==> src/core/codec_pkg.sv <==
// Constants, types and register map of the codec host serial port.
// Assumes a single 100 MHz master clock and AXI4-Lite register access.
// How it works
// - Shift clock is master clock divided by two
// - Every internal timing comes from master clock
// - Bits move only inside the frame interval
// - Data output released whenever frame is inactive
// - Frame sync held active for the whole of each frame
// - Frame sync polarity follows frame mode
// - Buffer gain 0/-6/-12/-18 dB or muted
// - Monitor amplifier unity gain or muted
// - Flash power on only while request low
// - Mode pin high selects high-active frame mode
// - Reset returns all registers to defaults
// - Every transfer carries one 16-bit word
package codec_pkg;
    localparam logic [31:0] ADDR_CTRL = 32'h0000_0000;
    localparam logic [31:0] ADDR_FRAME = 32'h0000_0004;
    localparam logic [31:0] ADDR_STATUS = 32'h0000_0008;
    localparam logic [31:0] ADDR_RXDATA = 32'h0000_000c;
    localparam int CTRL_EN_BIT = 0;
    localparam int CTRL_GAIN_LSB = 1;
    localparam int CTRL_MON_MUTE_BIT = 4;
    localparam logic [4:0] CTRL_RST = 5'h10;
    localparam int STAT_RX_BIT = 0;
    localparam int STAT_EMPTY_BIT = 1;
    localparam int STAT_FULL_BIT = 2;
    localparam int STAT_MODE_BIT = 3;
    localparam int STAT_FRAME_BIT = 4;
    localparam logic [2:0] GAIN_0DB = 3'h0;
    localparam logic [2:0] GAIN_M6DB = 3'h1;
    localparam logic [2:0] GAIN_M12DB = 3'h2;
    localparam logic [2:0] GAIN_M18DB = 3'h3;
    localparam logic [2:0] GAIN_MUTE = 3'h4;
    localparam int WORD_BITS = 16;
    localparam logic [3:0] LAST_BIT = 4'hf;
    localparam logic [15:0] FRAME_LEN_RST = 16'h0020;
    localparam logic [15:0] FRAME_LEN_MIN = 16'h0012;
    localparam int FIFO_DEPTH = 16;
    localparam int SYNC_STAGES = 3;
    localparam int DIN_LAG = 4;
    localparam logic [1:0] RESP_OKAY = 2'h0;
    localparam logic [1:0] RESP_SLVERR = 2'h2;
    typedef struct packed {
        logic [1:0] gain;
        logic buf_mute;
        logic mon_mute;
    } amp_ctrl_s;
    typedef enum logic [1:0] {
        ST_GAP = 2'b01,
        ST_FRAME = 2'b10
    } frame_state_e;
endpackage

==> src/core/codec_serial_port.sv <==
// Host serial port of the codec with AXI4-Lite control registers.
// Assumes REF_CLK is the master clock; host follows our shift clock.
`timescale 1ns/10ps
module codec_serial_port (
    input wire logic REF_CLK,
    input wire logic SRST,
    input wire logic [31:0] AWADDR,
    input wire logic AWVALID,
    output logic AWREADY,
    input wire logic [31:0] WDATA,
    input wire logic [3:0] WSTRB,
    input wire logic WVALID,
    output logic WREADY,
    output logic [1:0] BRESP,
    output logic BVALID,
    input wire logic BREADY,
    input wire logic [31:0] ARADDR,
    input wire logic ARVALID,
    output logic ARREADY,
    output logic [31:0] RDATA,
    output logic [1:0] RRESP,
    output logic RVALID,
    input wire logic RREADY,
    input wire logic [15:0] ADC_DATA,
    input wire logic ADC_VALID,
    output logic ADC_READY,
    output logic [15:0] DAC_DATA,
    output logic DAC_VALID,
    output logic SHIFT_CLOCK_OUT,
    output logic FRAME_SYNC_OUT,
    output logic SERIAL_DATA_OUT,
    output logic SERIAL_DATA_OUT_OE_N,
    input wire logic SERIAL_DATA_IN,
    input wire logic MODE_SELECT,
    input wire logic FLASH_POWER_REQUEST_N,
    output logic FLASH_POWER_OUT,
    output codec_pkg::amp_ctrl_s AMP_CTRL
);
    import codec_pkg::*;

    function automatic logic [31:0] merge(input logic [31:0] old, input logic [31:0] nw,
                                          input logic [3:0] strb);
        logic [31:0] r;
        r = old;
        for (int i = 0; i < 4; i++) begin
            if (strb[i]) begin
                r[8*i +: 8] = nw[8*i +: 8];
            end
        end
        return r;
    endfunction

    logic aw_hold_q;
    logic w_hold_q;
    logic [31:0] awaddr_q;
    logic [31:0] wdata_q;
    logic [3:0] wstrb_q;
    logic do_write;
    logic [4:0] ctrl_q;
    logic [15:0] frame_len_q;
    logic [15:0] eff_len;
    logic rx_flag_q;
    logic [15:0] rxdata_q;
    logic [2:0] pins_lvl;
    logic mode_high;
    logic flash_req_n;
    logic din_lvl;
    logic sclk_q;
    logic rise_stb;
    logic fall_stb;
    logic [15:0] period_q;
    frame_state_e state_q;
    logic fs_active;
    logic frame_start;
    logic [3:0] bit_q;
    logic [15:0] tx_q;
    logic [DIN_LAG-1:0] cap_q;
    logic [15:0] rx_q;
    logic [3:0] rx_cnt_q;
    logic rx_done;
    logic fifo_valid;
    logic [15:0] fifo_data;
    logic fifo_full;
    logic fifo_empty;
    logic [2:0] gain_code;

    assign mode_high = pins_lvl[0];
    assign flash_req_n = pins_lvl[1];
    assign din_lvl = pins_lvl[2];

    pin_sync #(.WIDTH(SYNC_STAGES), .RST_VAL(3'b010)) u_sync (
        .clk(REF_CLK),
        .srst(SRST),
        .pin_in({SERIAL_DATA_IN, FLASH_POWER_REQUEST_N, MODE_SELECT}),
        .level_out(pins_lvl)
    );

    sample_fifo #(.WIDTH(WORD_BITS), .DEPTH(FIFO_DEPTH)) u_fifo (
        .clk(REF_CLK),
        .srst(SRST),
        .in_valid(ADC_VALID),
        .in_ready(ADC_READY),
        .in_data(ADC_DATA),
        .out_valid(fifo_valid),
        .out_ready(frame_start),
        .out_data(fifo_data),
        .full(fifo_full),
        .empty(fifo_empty)
    );

    // AXI write channels, taken in either order
    assign AWREADY = !aw_hold_q && !BVALID;
    assign WREADY = !w_hold_q && !BVALID;
    assign do_write = aw_hold_q && w_hold_q && !BVALID;

    always_ff @(posedge REF_CLK) begin
        if (SRST) begin
            aw_hold_q <= 1'b0;
            w_hold_q <= 1'b0;
            awaddr_q <= '0;
            wdata_q <= '0;
            wstrb_q <= '0;
            BVALID <= 1'b0;
            BRESP <= RESP_OKAY;
        end else begin
            if (AWVALID && AWREADY) begin
                aw_hold_q <= 1'b1;
                awaddr_q <= AWADDR;
            end
            if (WVALID && WREADY) begin
                w_hold_q <= 1'b1;
                wdata_q <= WDATA;
                wstrb_q <= WSTRB;
            end
            if (do_write) begin
                aw_hold_q <= 1'b0;
                w_hold_q <= 1'b0;
                BVALID <= 1'b1;
                BRESP <= (awaddr_q == ADDR_CTRL || awaddr_q == ADDR_FRAME ||
                          awaddr_q == ADDR_STATUS) ? RESP_OKAY : RESP_SLVERR;
            end else if (BREADY) begin
                BVALID <= 1'b0;
            end
        end
    end

    // Control and frame period registers
    always_ff @(posedge REF_CLK) begin
        if (SRST) begin
            ctrl_q <= CTRL_RST;
            frame_len_q <= FRAME_LEN_RST;
        end else if (do_write && awaddr_q == ADDR_CTRL) begin
            ctrl_q <= 5'(merge({27'h0, ctrl_q}, wdata_q, wstrb_q));
        end else if (do_write && awaddr_q == ADDR_FRAME) begin
            frame_len_q <= 16'(merge({16'h0, frame_len_q}, wdata_q, wstrb_q));
        end
    end

    // Received-word flag: set wins over write-one clear
    always_ff @(posedge REF_CLK) begin
        if (SRST) begin
            rx_flag_q <= 1'b0;
        end else if (rx_done) begin
            rx_flag_q <= 1'b1;
        end else if (do_write && awaddr_q == ADDR_STATUS && wstrb_q[0] &&
                     wdata_q[STAT_RX_BIT]) begin
            rx_flag_q <= 1'b0;
        end
    end

    // AXI read channel
    assign ARREADY = !RVALID;

    always_ff @(posedge REF_CLK) begin
        if (SRST) begin
            RVALID <= 1'b0;
            RDATA <= '0;
            RRESP <= RESP_OKAY;
        end else if (ARVALID && ARREADY) begin
            RVALID <= 1'b1;
            RRESP <= RESP_OKAY;
            RDATA <= '0;
            unique case (ARADDR)
                ADDR_CTRL: RDATA <= {27'h0, ctrl_q};
                ADDR_FRAME: RDATA <= {16'h0, frame_len_q};
                ADDR_STATUS: RDATA <= {27'h0, fs_active, mode_high, fifo_full, fifo_empty,
                                       rx_flag_q};
                ADDR_RXDATA: RDATA <= {16'h0, rxdata_q};
                default: RRESP <= RESP_SLVERR;
            endcase
        end else if (RREADY) begin
            RVALID <= 1'b0;
        end
    end

    // Amplifier settings; codes above the mute code also mute
    assign gain_code = ctrl_q[CTRL_GAIN_LSB +: 3];
    assign AMP_CTRL.gain = gain_code[1:0];
    assign AMP_CTRL.buf_mute = gain_code >= GAIN_MUTE;
    assign AMP_CTRL.mon_mute = ctrl_q[CTRL_MON_MUTE_BIT];

    // Flash write power follows the filtered request
    always_ff @(posedge REF_CLK) begin
        if (SRST) begin
            FLASH_POWER_OUT <= 1'b0;
        end else begin
            FLASH_POWER_OUT <= !flash_req_n;
        end
    end

    // Shift clock: master clock divided by two
    always_ff @(posedge REF_CLK) begin
        if (SRST) begin
            sclk_q <= 1'b0;
        end else begin
            sclk_q <= !sclk_q;
        end
    end
    assign rise_stb = !sclk_q;
    assign fall_stb = sclk_q;
    assign SHIFT_CLOCK_OUT = sclk_q;

    // Sample period in shift clocks, never shorter than one word plus a gap
    assign eff_len = (frame_len_q < FRAME_LEN_MIN) ? FRAME_LEN_MIN : frame_len_q;

    always_ff @(posedge REF_CLK) begin
        if (SRST || !ctrl_q[CTRL_EN_BIT]) begin
            period_q <= '0;
        end else if (rise_stb) begin
            period_q <= (period_q >= eff_len - 16'd1) ? '0 : period_q + 16'd1;
        end
    end

    assign fs_active = state_q == ST_FRAME;
    assign frame_start = rise_stb && period_q == '0 && ctrl_q[CTRL_EN_BIT] &&
                         state_q == ST_GAP;

    // Frame: sixteen shift clocks, MSB first, bits change on rising edges
    always_ff @(posedge REF_CLK) begin
        if (SRST) begin
            state_q <= ST_GAP;
            bit_q <= '0;
            tx_q <= '0;
        end else begin
            unique case (state_q)
                ST_GAP: begin
                    if (frame_start) begin
                        state_q <= ST_FRAME;
                        bit_q <= '0;
                        tx_q <= fifo_valid ? fifo_data : '0;
                    end
                end
                ST_FRAME: begin
                    if (rise_stb) begin
                        if (bit_q == LAST_BIT) begin
                            state_q <= ST_GAP;
                        end else begin
                            bit_q <= bit_q + 4'd1;
                            tx_q <= {tx_q[14:0], 1'b0};
                        end
                    end
                end
                default: state_q <= ST_GAP;
            endcase
        end
    end

    assign FRAME_SYNC_OUT = fs_active ^ !mode_high;
    assign SERIAL_DATA_OUT = tx_q[15];
    assign SERIAL_DATA_OUT_OE_N = !fs_active;

    // Input bits sampled at falling edges, read after synchroniser lag
    always_ff @(posedge REF_CLK) begin
        if (SRST) begin
            cap_q <= '0;
        end else begin
            cap_q <= {cap_q[DIN_LAG-2:0], fall_stb && fs_active};
        end
    end

    assign rx_done = cap_q[DIN_LAG-1] && rx_cnt_q == LAST_BIT;

    always_ff @(posedge REF_CLK) begin
        if (SRST) begin
            rx_q <= '0;
            rx_cnt_q <= '0;
            rxdata_q <= '0;
            DAC_DATA <= '0;
            DAC_VALID <= 1'b0;
        end else begin
            DAC_VALID <= rx_done;
            if (cap_q[DIN_LAG-1]) begin
                rx_q <= {rx_q[14:0], din_lvl};
                rx_cnt_q <= rx_cnt_q + 4'd1;
            end
            if (rx_done) begin
                DAC_DATA <= {rx_q[14:0], din_lvl};
                rxdata_q <= {rx_q[14:0], din_lvl};
            end
        end
    end

    property p_sclk_div;
        @(posedge REF_CLK) disable iff (SRST) !$past(SRST) |-> SHIFT_CLOCK_OUT != $past(SHIFT_CLOCK_OUT);
    endproperty
    a_sclk_div: assert property (p_sclk_div) else $error("shift clock not half rate");

    property p_start_on_rise;
        @(posedge REF_CLK) disable iff (SRST) frame_start |=> SHIFT_CLOCK_OUT && fs_active;
    endproperty
    a_start_on_rise: assert property (p_start_on_rise) else $error("frame off clock");

    property p_tx_quiet;
        @(posedge REF_CLK) disable iff (SRST) !fs_active && !frame_start |=> $stable(tx_q);
    endproperty
    a_tx_quiet: assert property (p_tx_quiet) else $error("shift outside frame");

    property p_release;
        @(posedge REF_CLK) disable iff (SRST) !fs_active |-> SERIAL_DATA_OUT_OE_N;
    endproperty
    a_release: assert property (p_release) else $error("data driven outside frame");

    property p_pop;
        @(posedge REF_CLK) disable iff (SRST) frame_start && fifo_valid |=> tx_q == $past(fifo_data);
    endproperty
    a_pop: assert property (p_pop) else $error("frame word not loaded");

    property p_polarity;
        @(posedge REF_CLK) disable iff (SRST) fs_active |-> FRAME_SYNC_OUT == mode_high;
    endproperty
    a_polarity: assert property (p_polarity) else $error("frame polarity wrong");

    property p_gain;
        @(posedge REF_CLK) disable iff (SRST) do_write && awaddr_q == ADDR_CTRL && wstrb_q[0]
            |=> AMP_CTRL.buf_mute == ($past(wdata_q[3:1]) >= GAIN_MUTE);
    endproperty
    a_gain: assert property (p_gain) else $error("buffer mute wrong");

    property p_mon;
        @(posedge REF_CLK) disable iff (SRST) do_write && awaddr_q == ADDR_CTRL && wstrb_q[0]
            |=> AMP_CTRL.mon_mute == $past(wdata_q[CTRL_MON_MUTE_BIT]);
    endproperty
    a_mon: assert property (p_mon) else $error("monitor mute wrong");

    property p_flash;
        @(posedge REF_CLK) disable iff (SRST) FLASH_POWER_REQUEST_N [*5] |-> ##1 !FLASH_POWER_OUT;
    endproperty
    a_flash: assert property (p_flash) else $error("flash power not off");

    property p_mode;
        @(posedge REF_CLK) disable iff (SRST) MODE_SELECT [*5] |-> ##1 mode_high;
    endproperty
    a_mode: assert property (p_mode) else $error("mode pin not followed");

    property p_reset;
        @(posedge REF_CLK) $past(SRST) |-> ctrl_q == CTRL_RST && !fs_active && !BVALID;
    endproperty
    a_reset: assert property (p_reset) else $error("reset defaults wrong");

    property p_word;
        @(posedge REF_CLK) disable iff (SRST) $rose(fs_active) |-> fs_active [*8] ##25 !fs_active;
    endproperty
    a_word: assert property (p_word) else $error("frame not sixteen bits");
endmodule // codec_serial_port

==> src/core/pin_sync.sv <==
// Three-stage pin synchroniser with agreement filter.
// Assumes pins are asynchronous to clk.
`timescale 1ns/10ps
module pin_sync #(
    parameter int WIDTH = 1,
    parameter logic [WIDTH-1:0] RST_VAL = '0
) (
    input wire logic clk,
    input wire logic srst,
    input wire logic [WIDTH-1:0] pin_in,
    output logic [WIDTH-1:0] level_out
);
    logic [WIDTH-1:0] s1_q;
    logic [WIDTH-1:0] s2_q;
    logic [WIDTH-1:0] s3_q;

    always_ff @(posedge clk) begin
        if (srst) begin
            s1_q <= RST_VAL;
            s2_q <= RST_VAL;
            s3_q <= RST_VAL;
        end else begin
            s1_q <= pin_in;
            s2_q <= s1_q;
            s3_q <= s2_q;
        end
    end

    // Level changes once stages two and three agree
    genvar g;
    generate
        for (g = 0; g < WIDTH; g++) begin : g_bit
            always_ff @(posedge clk) begin
                if (srst) begin
                    level_out[g] <= RST_VAL[g];
                end else if (s2_q[g] == s3_q[g]) begin
                    level_out[g] <= s3_q[g];
                end
            end
        end
    endgenerate
endmodule // pin_sync

==> src/core/sample_fifo.sv <==
// Synchronous FIFO for ADC sample words.
// Assumes one clock and a synchronous reset.
`timescale 1ns/10ps
module sample_fifo #(
    parameter int WIDTH = 16,
    parameter int DEPTH = 16
) (
    input wire logic clk,
    input wire logic srst,
    input wire logic in_valid,
    output logic in_ready,
    input wire logic [WIDTH-1:0] in_data,
    output logic out_valid,
    input wire logic out_ready,
    output logic [WIDTH-1:0] out_data,
    output logic full,
    output logic empty
);
    localparam int PW = $clog2(DEPTH);
    localparam int CW = $clog2(DEPTH + 1);
    logic [WIDTH-1:0] mem [DEPTH];
    logic [PW-1:0] wr_q;
    logic [PW-1:0] rd_q;
    logic [CW-1:0] count_q;
    logic push;
    logic pop;

    assign full = count_q == CW'(DEPTH);
    assign empty = count_q == '0;
    assign in_ready = !full;
    assign out_valid = !empty;
    assign out_data = mem[rd_q];
    assign push = in_valid && in_ready;
    assign pop = out_valid && out_ready;

    always_ff @(posedge clk) begin
        if (push) begin
            mem[wr_q] <= in_data;
        end
    end

    always_ff @(posedge clk) begin
        if (srst) begin
            wr_q <= '0;
            rd_q <= '0;
            count_q <= '0;
        end else begin
            if (push) begin
                wr_q <= (wr_q == PW'(DEPTH - 1)) ? '0 : wr_q + PW'(1);
            end
            if (pop) begin
                rd_q <= (rd_q == PW'(DEPTH - 1)) ? '0 : rd_q + PW'(1);
            end
            count_q <= count_q + CW'(push) - CW'(pop);
        end
    end
endmodule // sample_fifo

==> config.mk <==
export PLATFORM = sky130hd
export DESIGN_NAME = codec_serial_port
export DESIGN_NICKNAME = d
export VERILOG_FILES = /design/src/core/codec_pkg.sv /design/src/core/codec_serial_port.sv /design/src/core/pin_sync.sv /design/src/core/sample_fifo.sv
export SDC_FILE = /design/constraint.sdc
export NUM_CORES = 1
export LEC_CHECK = 0
export BUFFER_PORTS_ARGS = -buffer_cell sky130_fd_sc_hd__buf_4
export CAP_MARGIN = 20
export CELL_PAD_IN_SITES_DETAIL_PLACEMENT = 0
export CELL_PAD_IN_SITES_GLOBAL_PLACEMENT = 1
export CORE_ASPECT_RATIO = 0.75
export CORE_MARGIN = 10
export CORE_UTILIZATION = 25
export CTS_BUF_LIST = sky130_fd_sc_hd__clkbuf_8
export CTS_CLUSTER_SIZE = 12
export DETAILED_ROUTE_END_ITERATION = 6
export PLACE_DENSITY = 0.44
export SLEW_MARGIN = 20
export SYNTH_ARGS = -nofsm -noshare
export SYNTH_HDL_FRONTEND = slang
export SYNTH_HIERARCHICAL = 1
export SYNTH_SLANG_ARGS = --single-unit
==> constraint.sdc <==
create_clock -name REF_CLK -period 6 [get_ports REF_CLK]
set_input_delay 0.3 -clock REF_CLK [delete_from_list [all_inputs] [get_ports REF_CLK]]
set_output_delay 0.3 -clock REF_CLK [all_outputs]
set_load 0.01 [all_outputs]
==> results of run 1 <==
-- sequential cells by signal, summed over array words and instances, names as in the netlist, 3 cells and up, named ones only --
signal and cells:
u_fifo/mem 256, awaddr_q 32, RDATA 16, frame_len_q 16, period_q 16, rxdata_q 16
tx_q 16, wdata_q 16, rx_q 15, ctrl_q 5, u_fifo/count_q 5, bit_q 4
cap_q 4, rx_cnt_q 4, u_fifo/rd_q 4, u_fifo/wr_q 4, u_sync/level_out 3, u_sync/s1_q 3
u_sync/s2_q 3, u_sync/s3_q 3
-- worst register-to-register path: stages (launching register included) --
cell	delay (ps)
dfxtp_1	370
or4_4	570
nor2_2	270
nand3_1	210
nand2_1	160
ha_1	380
nand3_1	140
xor2_1	180
ha_1	300
nand2_1	50
o21ai_0	410
inv_1	110
o21ai_2	550
nor3_1	120
-- power breakdown --
group / switching (uW) / total [uW] / internal [uW]
registers: 39.7 / 3440 / 3400
logic: 323 / 551 / 228
clock network: 1340 / 2700 / 1360
-- layer usage --
metal / vias up / wire length [um] / global-route usage (%)
met1: 6077 / 25800 / 16.9
met3: 80 / 1870 / 2.61
met2: 173 / 25300 / 19.6
li1: 5814 / - / -
met4: 2 / 1140 / 3.46
met5: - / 12 / 0
-- Yosys cell counts (all sizes together), types with 18 or more instances --
cell	instances
edfxtp	256
dfxtp	203
nand2	198
nor2	102
a21oi	89
mux4	69
buf	52
clkbuf	50
mux2i	46
a22oi	38
nand3	34
ha	32
nor3	24
inv	22
xor2	22
nand2b	20
nor4	18
-- how the worst min path moves through the flow --
| stage | slack, ps | to | start |
|---|---|---|---|
| after global placement | 400 | u_sync/s2_q[1]$_SDFF_PP1_ | u_sync/s1_q[1]$_SDFF_PP1_ |
| after global routing | 130 | RDATA[3]$_SDFFE_PP0P_ | ARADDR[2] |
| final | 160 | RDATA[3]$_SDFFE_PP0P_ | ARADDR[2] |
| after CTS | 80 | RRESP[1]$_SDFFE_PP0P_ | ARADDR[24] |
| after floorplan | 370 | u_fifo/count_q[0]$_SDFF_PP0_ | SRST |
| after detailed placement | 390 | u_sync/s2_q[1]$_SDFF_PP1_ | u_sync/s1_q[1]$_SDFF_PP1_ |
-- metrics by stage --
step	utilization, %	std cells	instance area [um^2]	hold slack [ps]	total power (uW)
floorplan	-	1455	18800	372	3800
global placement	28.3	2507	20900	396	4010
detailed placement	28.3	2508	20900	389	4020
CTS	31.4	2727	23200	81.8	6830
global route	31.4	2728	23200	130	7020
finish	31.4	2728	23200	160	6690
-- logic make-up after synthesis --
logic type      after synthesis  synth area share, %
other cells                   1               0.0200
mux                         115                 11.0
xor+xnor                     35                 1.63
buf+inv                     125                 3.51
simple gates                478                 12.3
fa+ha+maj                    33                 2.24
compound gates              192                 6.58
flops                       459                 62.7
-- layout make-up --
cell class                 instances  area, um^2
timing repair buffer             263        2180
clock inverter                    55         265
inverter                          23        86.3
clock buffer                      88        1210
antenna                            1        2.50
multi-input combinational        871        6470
tap                              968        1210
sequential                       459       11800
fill                            7470       50700
==> flow_metrics.py, run 1 <==
metrics = {
    "timing": {
        "worst_slack_ps": 2040,
        "relSlewSlack_pct": 22.9,
        "min_period_ps": 3960,
        "fin_skew_ps": 48.1,
        "fmax_ghz": 0.253,
        "rsz0062_at_grt": "false",
        "finalSetupViolations": 0,
        "worst_slew_pin_slew_ps": 1160,
        "period_share_pct": 66.0,
        "hold_viol_final": 0,
        "final-max-slew-violation-count": 0,
        "timing.setup.tns_ps": 0,
    },
    "clock_tree": {
        "cts_max_path_buffers": 3,
        "clk_pin_slew_ps": 60,
        "cts_resized": 0,
        "postCtsSetupBuffers": 0,
        "numCtsBuffers": 79,
        "h-tree-depth": 3,
        "ctsHoldBuffers": 76,
        "cts_sinks": 459,
        "cts_root_buffer": "clkbuf_8",
        "tritoncts": "done",
        "clk_latency_ps": 680,
    },
    "critical_path": {
        "criticalPathCategory": "flop to flop",
        "crit_chain": "or4_4 > nor2_2 > nand3_1 > nand2_1 > ha_1 > nand3_1 > xor2_1 > ha_1 > nand2_1 > o21ai_0 > inv_1 > o21ai_2 > nor3_1",
        "ff2ff_setup_slack_ps": 2040,
        "crit_path_end": "period_q[8]$_SDFFE_PP0N_",
        "timing.rr.start": "frame_len_q[7]$_SDFFE_PP0P_",
        "max_stage_delay_ps": 570,
        "crit_required_ps": 6520,
        "path_buf_inv": 1,
        "cp-end-kind": "flop",
        "path_depth": 13,
        "reg2reg_to": "period_q[8]$_SDFFE_PP0N_",
        "cp_top_family": "simple AND/OR/NAND/NOR gates",
        "reg2reg_depth": 13,
        "worstSetupStartpointType": "flop",
        "cp_slowest_cell": "or4_4",
        "cp-startpoint": "frame_len_q[7]$_SDFFE_PP0P_",
        "crit_fanout": 14,
        "worstPathArrival_ps": 4480,
    },
    "routing": {
        "viasPerCell": 4.45,
        "drt_iter0_drc": 702,
        "routed_wl_um": 54100,
        "dr.pass1.iters": 5,
        "wire_per_inst_um": 19.8,
        "vias": 12100,
        "drtAntennaViolNets": 0,
        "drcViolationCount": 0,
    },
    "floorplan": {
        "die_x_um": 336,
        "fp.coreArea_um2": 73900,
        "row_count": 86,
        "dieArea_um2": 86500,
        "initial_core_util_pct": 25.4,
        "ios": 195,
        "die_h_um": 257,
    },
    "yosys": {
        "synth_seq_area_share_pct": 62.7,
        "syn_area_um2": 18800,
        "synthCells": 1438,
        "ys_types": 70,
        "yosysTopAreaCellShare_pct": 41.0,
        "ys_ff_latch": 459,
        "yosys_warnings": 6,
        "yosysTopAreaCell": "edfxtp_1",
        "synth-main-ff-cell": "edfxtp_1",
        "post_synth.cell_area_avg_um2": 13.0,
        "synth-edff-count": 256,
        "async_flop_share_pct": 0,
        "synth.area.top_cells": "edfxtp_1, dfxtp_1, mux4_2",
    },
    "power": {
        "vdd_drop_max_mv": 0.149,
        "p_leak_uw": 0.00817,
        "powerDensity_nw_per_um2": 288,
    },
    "placed_design": {
        "pre_cts_slack_ps": 1660,
        "dp_hpwl_um": 33900,
        "port_buffers": 158,
        "gp_congestion": 0.698,
    },
    "global_route": {
        "antenna_found_initial": 2,
        "grt_pass1_vias": 12600,
        "grt_max_degree": 74,
        "grt_pass1_wl_um": 81900,
        "grt-ovfl-total": 0,
        "grt_util_all_layers_pct": 12.4,
    },
    "layout": {
        "final_common_cell": "edfxtp_1",
        "drive_gt1_share_pct": 21.2,
        "nNetsFinal": 1857,
        "syn_to_final_growth_pct": 23.6,
        "mostFrequentLayoutCells": "edfxtp_1, dfxtp_1, nand2_1, buf_4, nor2_1",
    },
    "worst_hold_path": {
        "min_path_type": "input pin to flop",
        "hold_path_depth": 4,
    },
    "run": {
        "drv_cap": 0,
    },
    "outcome": {
        "run_status": "finished, final reports clean",
    },
}
(Power assumes the default switching activity.)
==> inputs of run 2 (changes only) <==
Clock period 6 ns to 3.9 ns, I/O delays scaled along.
==> flow_metrics.py, run 2 (synthesis gave the netlist of run 1 again) <==
metrics = {
    "layout": {
        "drive_gt1_share_pct": 22.4,
        "fillerInstances": 7430,
        "nNetsFinal": 1879,
        "largest_register": "u_fifo/mem",
        "syn_to_final_growth_pct": 25.8,
        "final_common_cell": "edfxtp_1",
        "mostFrequentLayoutCells": "edfxtp_1, dfxtp_1, nand2_1, buf_4, nor2_1",
        "stdcell_area_um2": 23600,
        "largest_reg_flops": 256,
        "reg_top3": "u_fifo/mem (256), awaddr_q (32)",
        "utilization_pct": 31.9,
    },
    "critical_path": {
        "worstPathArrival_ps": 4150,
        "max_stage_delay_ps": 570,
        "cp_top_family": "simple AND/OR/NAND/NOR gates",
        "worstSetupStartpointType": "flop",
        "crit_fanout": 14,
        "crit_chain": "or4_4 > nor2_2 > nand3_1 > nand2_1 > ha_2 > nand3_1 > xor2_1 > ha_1 > o21ai_0 > nor2_1 > nor3_1 > a2111oi_2 > buf_4 > nor3_1",
        "path_buf_inv": 1,
        "ff2ff_setup_slack_ps": 350,
        "cp_slowest_cell": "or4_4",
        "cp-end-kind": "flop",
        "crit_required_ps": 4500,
        "criticalPathCategory": "flop to flop",
    },
    "timing": {
        "worst_slew_pin_slew_ps": 969,
        "timing.setup.tns_ps": 0,
        "hold_viol_final": 0,
        "finalSetupViolations": 0,
        "fin_skew_ps": 52.6,
        "relSlewSlack_pct": 35.4,
        "final-max-slew-violation-count": 0,
        "fmax_ghz": 0.282,
        "hold_ws_ps": 77.2,
        "period_share_pct": 91.1,
        "min_period_ps": 3550,
        "rsz0062_at_grt": "false",
    },
    "routing": {
        "routed_wl_um": 53600,
        "drt_iter0_drc": 639,
        "drcViolationCount": 0,
        "viasPerCell": 4.43,
        "dr.pass1.iters": 4,
        "wire_per_inst_um": 19.4,
        "drtAntennaViolNets": 0,
        "vias": 12200,
    },
    "clock_tree": {
        "clk_pin_slew_ps": 60,
        "h-tree-depth": 3,
        "tritoncts": "done",
        "cts_sinks": 459,
        "cts_root_buffer": "clkbuf_8",
        "cts_max_path_buffers": 3,
        "clk_latency_ps": 690,
        "numCtsBuffers": 82,
    },
    "global_route": {
        "grt_max_degree": 98,
        "met1_usage_pct": 16.7,
        "grt_util_all_layers_pct": 12.2,
        "grt-ovfl-total": 0,
        "antenna_found_initial": 2,
        "grt_pass1_vias": 12800,
        "grt_pass1_wl_um": 81200,
        "grt_most_used_layer": "met2",
        "use_met2_pct": 19.4,
        "grt.met3_usage_pct": 2.42,
    },
    "floorplan": {
        "die_h_um": 257,
        "initial_core_util_pct": 25.4,
        "fp.coreArea_um2": 73900,
        "dieArea_um2": 86500,
        "ios": 195,
        "die_x_um": 336,
        "row_count": 86,
    },
    "placed_design": {
        "dp_hpwl_um": 34700,
        "port_buffers": 158,
        "gp_congestion": 0.725,
        "placed_area_um2": 21100,
    },
    "outcome": {
        "run_status": "finished, final reports clean",
    },
    "power": {
        "vdd_drop_max_mv": 0.214,
        "powerDensity_nw_per_um2": 453,
        "p_leak_uw": 0.00837,
    },
    "worst_hold_path": {
        "min_path_type": "input pin to flop",
    },
    "run": {
        "drv_cap": 0,
    },
}
[run 2: timing repair]
action / CTS / global route
gates resized for setup: 0 / 1
buffers inserted: 0 / 0
setup endpoints to repair: 0 / 7
hold buffers: 84 / 0
endpoints found under the hold margin: 325 / 0
[run 2: per-layer routing]
metal,share of wire (%),wire length (um),vias up
met3,4.0,2170,79
met5,0.015,8,-
met2,46,24800,191
met4,2.0,1100,2
met1,48,25500,6065
li1,-,-,5885
[run 2: area by class of cell]
cell class | count | area (um^2) | share of cell area (%)
inverter | 23 | 86.3 | 0.366
clock buffer | 98 | 1350 | 5.72
tap | 968 | 1210 | 5.13
clock inverter | 53 | 315 | 1.34
multi-input combinational | 871 | 6470 | 27.4
timing repair buffer | 282 | 2390 | 10.1
sequential | 459 | 11800 | 49.8
antenna | 3 | 7.51 | 0.0318
[run 2: power breakdown]
| group | internal [uW] | total, uW | switching [uW] |
|---|---|---|---|
| registers | 5230 | 5290 | 56.8 |
| clock network | 2390 | 4530 | 2140 |
| logic | 365 | 863 | 497 |
[run 2: worst register-to-register path, cell delays in order, from the launching register on]
cell and delay (ps):
dfxtp_1 370, or4_4 570, nor2_2 200, nand3_1 180, nand2_1 140, ha_2 300
nand3_1 120, xor2_1 180, ha_1 290, o21ai_0 160, nor2_1 90, nor3_1 310
a2111oi_2 120, buf_4 210, nor3_1 220
[run 2: through the flow]
stage | worst slack (ps) | power [uW] | instances
after CTS | 233 | 10900 | 2754
after floorplan | 426 | 5840 | 1455
final | 348 | 10700 | 2757
after detailed placement | 291 | 6200 | 2519
after global routing | 75.6 | 11200 | 2756
after global placement | 355 | 6190 | 2519
[run 2: final timing paths]
path | endpoint | depth (start not counted) | start
max | period_q[12]$_SDFFE_PP0N_ | 14 | frame_len_q[7]$_SDFFE_PP0P_
min | RDATA[4]$_SDFFE_PP0P_ | 6 | ARADDR[24]
max reg2reg | period_q[12]$_SDFFE_PP0N_ | 14 | frame_len_q[7]$_SDFFE_PP0P_
min reg2reg | u_sync/s2_q[1]$_SDFF_PP1_ | 1 | u_sync/s1_q[1]$_SDFF_PP1_
